$ cat config.mk
export PLATFORM = sky130hd
export DESIGN_NAME = parallel_camera_capture
export DESIGN_NICKNAME = d
export VERILOG_FILES = /design/src/common/cam_capture_pkg.sv /design/src/rtl/parallel_camera_capture.sv /design/src/rtl/clock_divider.sv /design/src/rtl/word_fifo.sv
export SDC_FILE = /design/constraint.sdc
export NUM_CORES = 1
export LEC_CHECK = 0
export ABC_CLOCK_PERIOD_IN_PS = 6690
export BUFFER_PORTS_ARGS = -buffer_cell sky130_fd_sc_hd__clkbuf_2
export CAP_MARGIN = 5
export CORE_MARGIN = 2
export CORE_UTILIZATION = 62
export DETAILED_ROUTE_END_ITERATION = 8
export GPL_ROUTABILITY_DRIVEN = 1
export PLACE_DENSITY = 0.79
export REMOVE_ABC_BUFFERS = 1
export SETUP_SLACK_MARGIN = 0.05
export SLEW_MARGIN = 20
export SYNTH_ARGS = -nofsm -noshare
export SYNTH_HDL_FRONTEND = slang
export SYNTH_HIERARCHICAL = 1
export SYNTH_SLANG_ARGS = --single-unit
$ cat constraint.sdc
create_clock -name pclk -period 6.69 [get_ports pclk]
set_clock_uncertainty 0.2 [all_clocks]
set_input_delay 1.0035 -clock pclk [delete_from_list [all_inputs] [get_ports pclk]]
set_output_delay 1.0035 -clock pclk [all_outputs]
set_load 0.01 [all_outputs]
$ cat src/common/cam_capture_pkg.sv
package cam_capture_pkg;

	// Register byte offsets on the APB bus.
	localparam logic [11:0] CTRL_OFFS     = 12'h000;  // Enable, polarities, endian, divider.
	localparam logic [11:0] HSTART_OFFS   = 12'h004;  // First pixel of a line to keep.
	localparam logic [11:0] VSTART_OFFS   = 12'h008;  // First line of a frame to keep.
	localparam logic [11:0] HCOUNT_OFFS   = 12'h00c;  // Pixels kept per line.
	localparam logic [11:0] VCOUNT_OFFS   = 12'h010;  // Lines kept per frame.
	localparam logic [11:0] STATUS_OFFS   = 12'h014;  // Sticky events, cleared by read.
	localparam logic [11:0] MASK_OFFS     = 12'h018;  // Interrupt mask, same layout.
	localparam logic [11:0] DATA_OFFS     = 12'h01c;  // Receive data word, read pops it.
	localparam logic [11:0] STATE_OFFS    = 12'h020;  // Live sync levels and busy flag.

	// Control register field positions.
	localparam int CTRL_OPEN_BIT    = 0;   // Opens the unit, starts the camera clock.
	localparam int CTRL_CAPTURE_BIT = 1;   // Start of capture, cleared at frame end.
	localparam int CTRL_BIG_BIT     = 2;   // Big endian byte order when set.
	localparam int CTRL_HPOL_BIT    = 3;   // Line sync active low when set.
	localparam int CTRL_VPOL_BIT    = 4;   // Frame sync active low when set.
	localparam int CTRL_DIV_LSB     = 8;   // Divider code, factor is 2*(code+1).
	localparam int CTRL_DIV_W       = 3;

	// Status and mask bit positions.
	localparam int EV_FRAME_END_BIT = 0;
	localparam int EV_OVERRUN_BIT   = 1;
	localparam int EV_W             = 2;

	// Reset values of the configuration.
	localparam logic [2:0]  DIV_RESET    = 3'h0;     // Divide by two.
	localparam logic [15:0] HSTART_RESET = 16'h0000;
	localparam logic [15:0] VSTART_RESET = 16'h0000;
	localparam logic [15:0] HCOUNT_RESET = 16'h0280;  // 640 pixels.
	localparam logic [15:0] VCOUNT_RESET = 16'h01e0;  // 480 lines.

	// Words per receive-data-ready request, matching the DMA block size.
	localparam int BURST_WORDS = 8;

endpackage

$ cat src/rtl/parallel_camera_capture.sv
module parallel_camera_capture
	import cam_capture_pkg::*;
#(
	parameter int FIFO_DEPTH = 16
) (
	// APB slave.
	input  wire logic        pclk,
	input  wire logic        presetn,
	input  wire logic        psel,
	input  wire logic        penable,
	input  wire logic        pwrite,
	input  wire logic [11:0] paddr,
	input  wire logic [31:0] pwdata,
	output logic [31:0]      prdata,
	output logic             pready,
	output logic             pslverr,
	// Camera pins.
	input  wire logic        pixel_clock_in,
	input  wire logic        line_sync_in,
	input  wire logic        frame_sync_in,
	input  wire logic [7:0]  pixel_data_bus,
	output logic             camera_clock_out,
	// System events.
	output logic             rx_data_ready,
	output logic             irq
);

	localparam int LW = $clog2(FIFO_DEPTH) + 1;

	// Configuration registers.
	logic        open_q;              // Unit opened.
	logic        capture_q;           // Capture in progress.
	logic        big_q;               // Big endian packing.
	logic        hpol_q;              // Line sync active low.
	logic        vpol_q;              // Frame sync active low.
	logic [2:0]  div_q;               // Divider code.
	logic [15:0] hstart_q;
	logic [15:0] vstart_q;
	logic [15:0] hcount_q;
	logic [15:0] vcount_q;
	logic [EV_W-1:0] status_q;        // Sticky events.
	logic [EV_W-1:0] mask_q;          // Interrupt enables.

	// Pin synchronisers, two stages each; stage one read only by stage two.
	logic [10:0] pin_s1_q;
	logic [10:0] pin_s2_q;
	logic        pclk_prev_q;         // Delayed stage two pixel clock for edge detect.
	logic        hs_prev_q;           // Previous active line sync.
	logic        vs_prev_q;           // Previous active frame sync.

	// Capture state.
	typedef enum logic [1:0] {IDLE, WAIT_FRAME, ACTIVE} cap_state_e;
	cap_state_e  state_q;
	logic [15:0] px_q;                // Pixel index within line.
	logic [15:0] ln_q;                // Line index within frame.
	logic [15:0] kept_q;              // Lines kept so far.
	logic [1:0]  byte_q;              // Byte slot within word.
	logic [31:0] word_q;              // Word being assembled.
	logic        push_q;              // Push assembled word to buffer.
	logic        frame_end_q;         // One cycle frame end pulse.
	logic        overrun_q;           // One cycle overrun pulse.

	// Bus side.
	logic        fifo_full;
	logic        fifo_empty;
	logic [31:0] fifo_data;
	logic [LW-1:0] fifo_level;
	logic        pop;
	logic        setup_w;
	logic        acc_w;
	logic        pix_edge;
	logic        hs_act;
	logic        vs_act;
	logic        px_in_win;
	logic        ln_in_win;

	// Decode a register access address.
	function automatic logic hit(input logic [11:0] a, input logic [11:0] offs);
		hit = (a == offs);
	endfunction

	assign acc_w    = psel && penable;
	assign setup_w  = psel && !penable;
	assign pop      = setup_w && !pwrite && hit(paddr, DATA_OFFS);  // Pops with the read snapshot.
	assign pix_edge = pin_s2_q[10] && !pclk_prev_q;
	assign hs_act   = pin_s2_q[9] ^ hpol_q;
	assign vs_act   = pin_s2_q[8] ^ vpol_q;
	assign px_in_win = (px_q >= hstart_q) && (px_q < hstart_q + hcount_q);
	assign ln_in_win = (ln_q >= vstart_q) && (kept_q < vcount_q);

	// The pixel clock is sampled as a level in the bus domain, so it must stay under half of it.
	always_ff @(posedge pclk or negedge presetn)
	begin
		if (!presetn)
		begin
			pin_s1_q    <= '0;
			pin_s2_q    <= '0;
			pclk_prev_q <= 1'b0;
		end
		else
		begin
			pin_s1_q    <= {pixel_clock_in, line_sync_in, frame_sync_in, pixel_data_bus};
			pin_s2_q    <= pin_s1_q;
			pclk_prev_q <= pin_s2_q[10];
		end
	end

	// Camera clock generator runs whenever the unit is open.
	clock_divider u_div (
		.pclk     (pclk),
		.presetn  (presetn),
		.run      (open_q),
		.div_code (div_q),
		.clk_out  (camera_clock_out)
	);

	// Frame and line walker, driven by rising pixel clock edges.
	always_ff @(posedge pclk or negedge presetn)
	begin
		if (!presetn)
		begin
			state_q     <= IDLE;
			px_q        <= '0;
			ln_q        <= '0;
			kept_q      <= '0;
			byte_q      <= '0;
			word_q      <= '0;
			push_q      <= 1'b0;
			frame_end_q <= 1'b0;
			hs_prev_q   <= 1'b0;
			vs_prev_q   <= 1'b0;
		end
		else
		begin
			push_q      <= 1'b0;
			frame_end_q <= 1'b0;
			if (pix_edge)
			begin
				hs_prev_q <= hs_act;
				vs_prev_q <= vs_act;
			end
			case (state_q)
				IDLE:
				begin
					// A capture waits for the start of a fresh frame; the camera must already clock.
					if (capture_q && open_q)
						state_q <= WAIT_FRAME;
				end
				WAIT_FRAME:
				begin
					if (!capture_q)
						state_q <= IDLE;
					else if (pix_edge && vs_act && !vs_prev_q)
					begin
						state_q <= ACTIVE;
						px_q    <= '0;
						ln_q    <= '0;
						kept_q  <= '0;
						byte_q  <= '0;
					end
				end
				ACTIVE:
				begin
					if (!capture_q)
						state_q <= IDLE;
					else if (pix_edge)
					begin
						if (hs_act)
						begin
							// Pixel inside the window gets packed.
							if (ln_in_win && px_in_win)
							begin
								if (big_q)
									word_q <= {word_q[23:0], pin_s2_q[7:0]};
								else
									word_q <= {pin_s2_q[7:0], word_q[31:8]};
								byte_q <= byte_q + 2'h1;
								if (byte_q == 2'h3)
									push_q <= 1'b1;
							end
							px_q <= px_q + 16'h1;
						end
						else if (hs_prev_q)
						begin
							// Line ended; count it and check frame completion.
							px_q <= '0;
							ln_q <= ln_q + 16'h1;
							if (ln_in_win)
							begin
								kept_q <= kept_q + 16'h1;
								if (kept_q + 16'h1 == vcount_q)
								begin
									frame_end_q <= 1'b1;
									state_q     <= IDLE;
								end
							end
						end
					end
				end
				default: state_q <= IDLE;
			endcase
		end
	end

	// Buffer between capture and bus; a full buffer drops the word.
	word_fifo #(
		.WIDTH (32),
		.DEPTH (FIFO_DEPTH)
	) u_fifo (
		.pclk     (pclk),
		.presetn  (presetn),
		.flush    (!open_q),
		.wr_valid (push_q),
		.wr_data  (word_q),
		.full     (fifo_full),
		.rd_ready (pop),
		.rd_data  (fifo_data),
		.empty    (fifo_empty),
		.level    (fifo_level)
	);

	// Overrun pulse when a word arrives at a full buffer.
	always_ff @(posedge pclk or negedge presetn)
	begin
		if (!presetn)
			overrun_q <= 1'b0;
		else
			overrun_q <= push_q && fifo_full;
	end

	// Data ready request while a whole DMA block of eight words waits.
	always_ff @(posedge pclk or negedge presetn)
	begin
		if (!presetn)
			rx_data_ready <= 1'b0;
		else
			rx_data_ready <= (fifo_level >= LW'(BURST_WORDS));
	end

	// Configuration writes; capture start clears itself at frame end.
	always_ff @(posedge pclk or negedge presetn)
	begin
		if (!presetn)
		begin
			open_q    <= 1'b0;
			capture_q <= 1'b0;
			big_q     <= 1'b0;
			hpol_q    <= 1'b0;
			vpol_q    <= 1'b0;
			div_q     <= DIV_RESET;
			hstart_q  <= HSTART_RESET;
			vstart_q  <= VSTART_RESET;
			hcount_q  <= HCOUNT_RESET;
			vcount_q  <= VCOUNT_RESET;
			mask_q    <= '0;
		end
		else
		begin
			if (frame_end_q)
				capture_q <= 1'b0;
			if (acc_w && pwrite)
			begin
				if (hit(paddr, CTRL_OFFS))
				begin
					open_q    <= pwdata[CTRL_OPEN_BIT];
					capture_q <= pwdata[CTRL_CAPTURE_BIT] && pwdata[CTRL_OPEN_BIT];
					big_q     <= pwdata[CTRL_BIG_BIT];
					hpol_q    <= pwdata[CTRL_HPOL_BIT];
					vpol_q    <= pwdata[CTRL_VPOL_BIT];
					div_q     <= pwdata[CTRL_DIV_LSB +: CTRL_DIV_W];
				end
				if (hit(paddr, HSTART_OFFS)) hstart_q <= pwdata[15:0];
				if (hit(paddr, VSTART_OFFS)) vstart_q <= pwdata[15:0];
				if (hit(paddr, HCOUNT_OFFS)) hcount_q <= pwdata[15:0];
				if (hit(paddr, VCOUNT_OFFS)) vcount_q <= pwdata[15:0];
				if (hit(paddr, MASK_OFFS))   mask_q   <= pwdata[EV_W-1:0];
			end
		end
	end

	// Sticky status cleared with the read snapshot at setup, so no event slips in between; a new one survives.
	always_ff @(posedge pclk or negedge presetn)
	begin
		if (!presetn)
			status_q <= '0;
		else
		begin
			if (setup_w && !pwrite && hit(paddr, STATUS_OFFS))
				status_q <= {overrun_q, frame_end_q};
			else
				status_q <= status_q | {overrun_q, frame_end_q};
		end
	end

	// Interrupt level from status, new event pulses and mask.
	always_ff @(posedge pclk or negedge presetn)
	begin
		if (!presetn)
			irq <= 1'b0;
		else
			irq <= |((status_q | {overrun_q, frame_end_q}) & mask_q);
	end

	// Read data is prepared in the setup cycle so the access phase ends at once.
	always_ff @(posedge pclk or negedge presetn)
	begin
		if (!presetn)
		begin
			prdata  <= '0;
			pready  <= 1'b0;
			pslverr <= 1'b0;
		end
		else
		begin
			pready  <= setup_w;
			pslverr <= setup_w && (paddr > STATE_OFFS || paddr[1:0] != 2'h0);
			if (setup_w && !pwrite)
			begin
				case (paddr)
					CTRL_OFFS:   prdata <= {21'h0, div_q, 3'h0, vpol_q, hpol_q, big_q, capture_q, open_q};
					HSTART_OFFS: prdata <= {16'h0, hstart_q};
					VSTART_OFFS: prdata <= {16'h0, vstart_q};
					HCOUNT_OFFS: prdata <= {16'h0, hcount_q};
					VCOUNT_OFFS: prdata <= {16'h0, vcount_q};
					STATUS_OFFS: prdata <= {30'h0, status_q};
					MASK_OFFS:   prdata <= {30'h0, mask_q};
					DATA_OFFS:   prdata <= fifo_empty ? 32'h0 : fifo_data;
					STATE_OFFS:  prdata <= {28'h0, state_q != IDLE, fifo_empty, pin_s2_q[8], pin_s2_q[9]};
					default:     prdata <= 32'h0;
				endcase
			end
			else
				prdata <= '0;
		end
	end

endmodule

$ cat src/rtl/clock_divider.sv
module clock_divider
	import cam_capture_pkg::*;
(
	// Clock and reset.
	input  wire logic       pclk,
	input  wire logic       presetn,
	// Control.
	input  wire logic       run,
	input  wire logic [2:0] div_code,
	// Divided clock.
	output logic            clk_out
);

	logic [3:0] cnt_q;  // Half period counter.
	logic [3:0] half_w; // Half period minus one.

	assign half_w = {1'b0, div_code};

	// Toggle every div_code+1 cycles, giving an even factor 2..16; stopped and low while closed.
	always_ff @(posedge pclk or negedge presetn)
	begin
		if (!presetn)
		begin
			cnt_q   <= 4'h0;
			clk_out <= 1'b0;
		end
		else if (!run)
		begin
			cnt_q   <= 4'h0;
			clk_out <= 1'b0;
		end
		else if (cnt_q >= half_w)
		begin
			cnt_q   <= 4'h0;
			clk_out <= ~clk_out;
		end
		else
		begin
			cnt_q <= cnt_q + 4'h1;
		end
	end

endmodule

$ cat src/rtl/word_fifo.sv
module word_fifo #(
	parameter int WIDTH = 32,
	parameter int DEPTH = 16
) (
	// Clock and reset.
	input  wire logic             pclk,
	input  wire logic             presetn,
	// Flush, held while the unit is closed.
	input  wire logic             flush,
	// Write side.
	input  wire logic             wr_valid,
	input  wire logic [WIDTH-1:0] wr_data,
	output logic                  full,
	// Read side.
	input  wire logic             rd_ready,
	output logic [WIDTH-1:0]      rd_data,
	output logic                  empty,
	output logic [$clog2(DEPTH):0] level
);

	localparam int AW              = $clog2(DEPTH);
	localparam int BURST_DEPTH_MIN = 8;  // A whole transfer block must fit.

	// Refuse depths that the wrap-bit pointers or the block request cannot serve.
	if (DEPTH < BURST_DEPTH_MIN || (1 << AW) != DEPTH)
	begin
		$error("word_fifo depth must be a power of two of at least eight");
	end

	logic [WIDTH-1:0] mem [DEPTH];  // Word storage.
	logic [AW:0]      wp_q;         // Write pointer with wrap bit.
	logic [AW:0]      rp_q;         // Read pointer with wrap bit.

	assign level   = wp_q - rp_q;
	assign full    = (level == (AW+1)'(DEPTH));
	assign empty   = (wp_q == rp_q);
	assign rd_data = mem[rp_q[AW-1:0]];

	// Storage takes a word only when not full; the caller reports the drop.
	always_ff @(posedge pclk)
	begin
		if (wr_valid && !full)
			mem[wp_q[AW-1:0]] <= wr_data;
	end

	// Pointers.
	always_ff @(posedge pclk or negedge presetn)
	begin
		if (!presetn)
		begin
			wp_q <= '0;
			rp_q <= '0;
		end
		else if (flush)
		begin
			wp_q <= '0;
			rp_q <= '0;
		end
		else
		begin
			if (wr_valid && !full)
				wp_q <= wp_q + 1'b1;
			if (rd_ready && !empty)
				rp_q <= rp_q + 1'b1;
		end
	end

endmodule

==> impl_metrics.toml, run 1 <==
[finish]
nets = 2255
drive_above_1_share_pct = 25.29
synthToLayoutAreaGrowth_pct = 11.50
diodes = 0
fin_area_um2 = 36260

[clock_tree]
path_clk_slew_ns = 0.07
cts_setup_buffers = 0
cts-buffers-inserted = 77
cts.path.max_buffers = 3
numClockSinks = 751
clock_latency_ns = 0.63
ctsHoldBuffers = 0
clockRootBuffer = "clkbuf_16"
cts_resized = 0
cts_max_level = 3
cts_tree = "done"

[worst_setup_path]
cp_top_family = "compound AO/OA/AOI/OAI gates"
crit_slowest_cell = "buf_4"
startpoint_type = "flop"
worstPathRequired_ns = 7.00
cp_common_cell = "a21oi_1"
critPathBufInv = 1
cp-end-kind = "flop"
slowest_delay_ns = 0.56
path_class = "reg -> reg"
reg2reg_slack_ns = 1.42
worstPathMaxFanout = 35
crit_chain = "ha_1 > fa_1 > a21o_1 > a21oi_1 > o21ai_0 > a31oi_1 > a21oi_1 > a21o_1 > a21oi_1 > xor2_1 > ha_1 > nand4_1 > nor3_1 > a221oi_1 > o211ai_1 > nor3_4 > buf_4 > mux2_2"
arrival_ns = 5.57

[routing]
met3_wirelength_mm = 4.904
highest_layer = "met4"
remaining_drc_errors = 0
routedLengthMet1_mm = 30.42
wl_met2_mm = 39.39
avgRoutedWirePerCell_um = 27.47
routed_wl_mm = 78.10
drtIter0Drc = 1934
via_per_inst = 6.592
first_pass_iters = 8
ant_nets = 0
num_vias = 18740

[power_and_ir_drop]
ir_worst_vdd_mv = 0.2251
power.density_nw_per_um2 = 261.0
power.leakage_nw = 12.22

[sta]
slew_viol_final = 0
final.setup.tns_ns = 0
tightest_slew_ns = 1.149
min_period_ns = 5.266
hold_viol = 0
finalWorstSetupSlack_ns = 1.424
timing.fmax_ghz = 0.1899
setup_viol = 0
rsz0062_at_grt = "false"
period_share_pct = 78.72
worst_slew_margin_rel_pct = 23.11
holdWs_ns = 0.05504

[synthesis]
synthTopCellsByCount = "edfxtp_1 (512), dfrtp_1 (233), mux4_2 (160)"
synth-main-ff-cell = "edfxtp_1"
synth_area_leader_cell = "edfxtp_1"
yosysMostFrequentCell = "edfxtp_1"
synth_seq_area_share_pct = 65.70
ys_warn_count = 6
synth_area_um2 = 32520
syn_area_per_cell_um2 = 16.34
synth_top_area_share_pct = 47.28
synthTopCellsByArea = "edfxtp_1 (47%), dfrtp_1 (18%), mux4_2 (11%)"
synth_edf_count = 512
synthCells = 1990
async_flop_share_pct = 31.82
synth_seq_cells = 751
ys_types = 84

[floorplanning]
fp.dieW_um = 233.0
start_util_pct = 63.00
fp.dieH_um = 233.0
rows = 83
dieArea_um2 = 54300
pin_count = 97
core_area_um2 = 51610

[place]
placed_cell_area_um2 = 33640
dp_slack_ns = 1.470
hpwl_mm = 44.46
port_buffers = 80
gp_congestion = 0.8859

[global_routing]
grt_pass1_wl_mm = 117.8
grt.total_usage_pct = 29.70
grt_antenna_before_repair = 0
grt_pass1_vias = 19220
overflow = 0
grt_max_degree = 123

[run_status]
outcome = "finished, final reports clean"

[worst_hold_path]
hold_path.class = "in -> async"

[flow_run]
max_cap_viol_count = 0
state kept, by name, summed over array words and instances, names as in the netlist, 2 cells and up:
signal       count
ln_q            16
u_fifo/mem     512
byte_q           2
hcount_q        16
state_q          2
prdata          32
u_fifo/rp_q      5
pin_s1_q        11
word_q          32
pin_s2_q        11
px_q            16
kept_q          16
vstart_q        16
vcount_q        16
div_q            3
status_q         2
hstart_q        16
mask_q           2
u_fifo/wp_q      5
u_div/cnt_q      4
metal layers:
metal	up-vias	global-route usage, %
li1	7978	-
met3	201	4.988
met2	856	49.46
met1	9706	39.04
met4	0	12.86
met5	-	0
stage by stage:
step | power [mW] | utilization, % | std cells
floorplan | 5.081 | - | 1910
global placement | 5.161 | 65.16 | 2697
detailed placement | 5.165 | 65.17 | 2698
CTS | 9.507 | 70.18 | 2842
global route | 9.698 | 70.25 | 2843
finish | 9.463 | 70.25 | 2843
cell usage in the layout (no fill, tap or decap), types with 5 or more instances in the layout:
| master | synthesis | layout |
|---|---|---|
| a21o_1 | 16 | 16 |
| a21oi_1 | 62 | 62 |
| a222oi_1 | 11 | 11 |
| a22oi_1 | 22 | 22 |
| a31oi_1 | 9 | 9 |
| and2_1 | 30 | 30 |
| and3_1 | 33 | 20 |
| and3_2 | 0 | 12 |
| and4_1 | 6 | 6 |
| buf_4 | 0 | 27 |
| bufinv_16 | 0 | 6 |
| clkbuf_1 | 42 | 22 |
| clkbuf_16 | 0 | 79 |
| clkbuf_2 | 1 | 79 |
| clkbuf_8 | 0 | 10 |
| clkinv_1 | 2 | 10 |
| clkinv_2 | 0 | 9 |
| dfrtp_1 | 233 | 229 |
| dfstp_2 | 6 | 6 |
| edfxtp_1 | 512 | 512 |
| ha_1 | 95 | 95 |
| inv_1 | 77 | 77 |
| mux2_2 | 106 | 106 |
| mux2i_1 | 7 | 7 |
| mux4_2 | 160 | 160 |
| nand2_1 | 82 | 82 |
| nand2b_1 | 10 | 10 |
| nand3_1 | 33 | 33 |
| nand4_1 | 15 | 15 |
| nor2_1 | 77 | 75 |
| nor2b_1 | 13 | 12 |
| nor3_1 | 17 | 15 |
| nor3_2 | 3 | 5 |
| o211ai_1 | 16 | 16 |
| o21ai_0 | 96 | 96 |
| o22a_1 | 8 | 8 |
| or3_1 | 13 | 13 |
| xnor2_1 | 35 | 35 |
| xor2_1 | 24 | 24 |
where the power goes:
| group | internal, mW | total [mW] | leakage [nW] | switching, mW |
|---|---|---|---|---|
| clock | 2.54 | 4.39 | 1.25 | 1.85 |
| sequential | 4.93 | 4.94 | 6.59 | 0.0104 |
| combinational | 0.0390 | 0.130 | 4.38 | 0.0910 |
cell families (layout without fill, tap and decap cells):
| kind of cell | Yosys count | count (layout) | share of synthesized area [%] |
|---|---|---|---|
| DFF | 751 | 751 | 65.70 |
| and+or+nand+nor | 364 | 364 | 6.053 |
| AOI/OAI and AO/OA | 282 | 282 | 5.587 |
| muxes | 274 | 274 | 15.00 |
| buffers and inverters | 162 | 335 | 2.243 |
| adders and majority gates | 97 | 97 | 3.779 |
| xor gates and xnor gates | 60 | 60 | 1.639 |
final timing paths:
kind / startpoint / to / cells after the start
setup / recovery: hstart_q[0]$_DFFE_PN0P_ / word_q[18]$_DFFE_PN0P_ / 18
hold / removal: presetn / u_div/cnt_q[2]$_DFF_PN0_ / 1
setup reg to reg: hstart_q[0]$_DFFE_PN0P_ / word_q[18]$_DFFE_PN0P_ / 18
hold reg to reg: pin_s1_q[8]$_DFF_PN0_ / pin_s2_q[8]$_DFF_PN0_ / 0
max in group asynchronous: presetn / word_q[7]$_DFFE_PN0P_ / 3
min in group pclk: pin_s1_q[8]$_DFF_PN0_ / pin_s2_q[8]$_DFF_PN0_ / 0
layout make-up:
class,instances,area [um^2]
fill,3132,15360
sequential,751,21370
inverter,82,307.8
clock buffer,111,2197
tap,680,850.8
multi-input combinational,1077,10480
timing repair buffer,109,660.6
clock inverter,33,389.1
Note: power is estimated with default switching activity, not from simulation.
==> inputs of run 2 (changes only) <==
--- a/config.mk
+++ b/config.mk
@@ -5,14 +5,14 @@
 export SDC_FILE = /design/constraint.sdc
 export NUM_CORES = 1
 export LEC_CHECK = 0
-export ABC_CLOCK_PERIOD_IN_PS = 6690
+export ABC_CLOCK_PERIOD_IN_PS = 4400
 export BUFFER_PORTS_ARGS = -buffer_cell sky130_fd_sc_hd__clkbuf_2
 export CAP_MARGIN = 5
 export CORE_MARGIN = 2
-export CORE_UTILIZATION = 62
+export CORE_UTILIZATION = 56
 export DETAILED_ROUTE_END_ITERATION = 8
 export GPL_ROUTABILITY_DRIVEN = 1
-export PLACE_DENSITY = 0.79
+export PLACE_DENSITY = 0.76
 export REMOVE_ABC_BUFFERS = 1
 export SETUP_SLACK_MARGIN = 0.05
 export SLEW_MARGIN = 20
==> constraint.sdc (replaced) <==
create_clock -name pclk -period 4.4 [get_ports pclk]
set_clock_uncertainty 0.2 [all_clocks]
set_input_delay 0.66 -clock pclk [delete_from_list [all_inputs] [get_ports pclk]]
set_output_delay 0.66 -clock pclk [all_outputs]
set_load 0.01 [all_outputs]
==> run 2 against run 1 <==
  * Register-to-register slack lost 1.4 ns
  * The run now ends with negative setup slack left
  * Combinational power grew 58%
  * Cell count grew 4.4%
  * Highest routed layer is now met5
==> impl_metrics.toml, run 2 (same netlist as run 1, synthesis figures left out) <==
[global_routing]
grt_max_degree = 159
grt-busiest-layer = "met2"
grt.total_usage_pct = 26.46
use_met1_pct = 35.20
grt_use_met3_pct = 3.772
overflow = 0
grt_pass1_wl_mm = 117.7
met2_usage_pct = 45.31
grt_antenna_before_repair = 1
grt_pass1_vias = 19060

[routing]
routed_wl_mm = 77.68
drtIter0Drc = 1890
first_pass_iters = 9
num_vias = 18550
remaining_drc_errors = 0
ant_nets = 0
via_per_inst = 6.252
avgRoutedWirePerCell_um = 26.18

[clock_tree]
cts_max_level = 3
clock_latency_ns = 0.65
cts_tree = "done"
path_clk_slew_ns = 0.06
cts.path.max_buffers = 3
numClockSinks = 751
cts-buffers-inserted = 76
clockRootBuffer = "clkbuf_16"

[worst_setup_path]
crit_chain = "ha_2 > fa_2 > a21o_1 > a21oi_2 > o21ai_2 > a31oi_2 > a21oi_2 > a21o_1 > a21oi_2 > xor2_1 > ha_1 > nand4_1 > nor2_1 > a221oi_2 > o211ai_1 > buf_4 > nor3_4 > buf_4 > buf_16 > mux2_2"
cp_common_cell = "a21oi_2"
worst_r2r_startpoint = "hstart_q[0]$_DFFE_PN0P_"
arrival_ns = 4.73
startpoint_type = "flop"
slowest_delay_ns = 0.38
cp-end-kind = "flop"
r2r_cells = 20
worstPathRequired_ns = 4.71
reg2reg_to = "word_q[1]$_DFFE_PN0P_"
path_class = "reg -> reg"
reg2reg_slack_ns = -0.02
crit_slowest_cell = "dfrtp_1"
worstPathMaxFanout = 17

[floorplanning]
dieArea_um2 = 60010
pin_count = 97
start_util_pct = 56.47
core_area_um2 = 57590
rows = 88
fp.dieW_um = 245.0
fp.dieH_um = 245.0

[place]
dp_slack_ns = -0.3227
port_buffers = 80
hpwl_mm = 42.60
gp_congestion = 0.9537

[power_and_ir_drop]
power.density_nw_per_um2 = 384.4
power.leakage_nw = 12.50
p_comb_share_pct = 1.4
switching_share_pct = 20.44
ir_worst_vdd_mv = 0.3555
pwr-share-clk_pct = 45.8
p_total_mw = 14.24
seqPwrFrac_pct = 52.8
cellInternalPower_mw = 11.33
p_switching_mw = 2.910

[run_status]
outcome = "complete, but fails checks"
violations = "negative setup slack"

[worst_hold_path]
hold_path.class = "in -> reg"
hold_path_end = "pready$_DFF_PN0_"
hold_depth = 3
hold_start = "psel"

[finish]
multi_input_area_um2 = 10550
drive_above_1_share_pct = 26.61
layout_commonest_cell = "edfxtp_1"
nets = 2297
seq_area_um2 = 21370
largest_register_ffs = 512
final_cell_mix = "edfxtp_1 (512), dfrtp_1 (229), mux4_2 (160)"
synthToLayoutAreaGrowth_pct = 13.89
diodes = 0
fill_cells = 3888

[sta]
min_period_ns = 4.417
worst_slew_margin_rel_pct = 35.03
period_share_pct = 100.4
timing.fmax_ghz = 0.2264
tightest_slew_ns = 0.9745
setup_viol = 14
rsz0062_at_grt = "true"
holdWs_ns = 0.1091
hold_viol = 0
finalWorstSetupSlack_ns = -0.01672
slew_viol_final = 0

[flow_run]
max_cap_viol_count = 0
[run 2: area by class of cell]
| class | instances | area share (%) |
|---|---|---|
| flip-flops and latches | 751 | 57.71 |
| clock inverters | 37 | 1.118 |
| repair buffers | 152 | 3.554 |
| well taps | 765 | 2.584 |
| multi-input cells | 1077 | 28.49 |
| clock buffers | 103 | 5.709 |
| inverters | 82 | 0.8311 |
[run 2: routing by layer]
layer	part of all wire, %	vias up
met5	0.013	-
met2	51	757
met3	6.1	153
li1	-	8037
met1	39	9600
met4	3.1	2
[run 2: worst max-delay path, delay by kind of cell (launching register included)]
family	cells	cell delay, ns
xor+xnor	1	0.18
fa+ha+maj	3	0.82
simple gates	3	0.35
flops	1	0.38
mux	1	0.34
buf+inv	3	0.54
compound gates	9	1.48
[run 2: stage by stage]
stage | std cells | util [%] | TNS, ns | area (um^2)
after floorplan | 1910 | - | -2117.04 | 32100
after global placement | 2806 | 59.31 | -8.146 | 34150
after detailed placement | 2806 | 59.31 | -9.333 | 34150
after CTS | 2964 | 64.22 | -0.06185 | 36980
after global routing | 2967 | 64.31 | -5.342 | 37040
final | 2967 | 64.31 | -0.1330 | 37040
[run 2: power by group through the flow]
stage | Clock (mW) | Combinational, mW | Sequential [mW]
detailed placement | 0 | 0.197 | 7.66
CTS | 6.59 | 0.207 | 7.51
floorplan | 0 | 0.0683 | 7.66
global route | 6.88 | 0.226 | 7.51
global placement | 0 | 0.192 | 7.66
finish | 6.52 | 0.205 | 7.51
[run 2: how the worst max path moves through the flow]
stage | start | end | slack, ns
global placement | hstart_q[0]$_DFFE_PN0P_ | word_q[14]$_DFFE_PN0P_ | -0.26
floorplan | u_fifo/rp_q[0]$_DFFE_PN0P_ | u_fifo/mem[3][0]$_DFFE_PP_ | -4.79
finish | hstart_q[0]$_DFFE_PN0P_ | word_q[1]$_DFFE_PN0P_ | -0.02
detailed placement | hstart_q[0]$_DFFE_PN0P_ | word_q[30]$_DFFE_PN0P_ | -0.32
CTS | hstart_q[0]$_DFFE_PN0P_ | word_q[10]$_DFFE_PN0P_ | -0.01
global route | hstart_q[0]$_DFFE_PN0P_ | word_q[3]$_DFFE_PN0P_ | -0.19
[run 2: timing repair]
item                                   4_1_cts  5_1_grt
buffers inserted                             3        2
hold buffers                                12        0
pin swaps                                    9        1
setup endpoints to repair                   35       35
gates resized for setup                     23        3
endpoints found under the hold margin       92        0
cloned                                       3        1
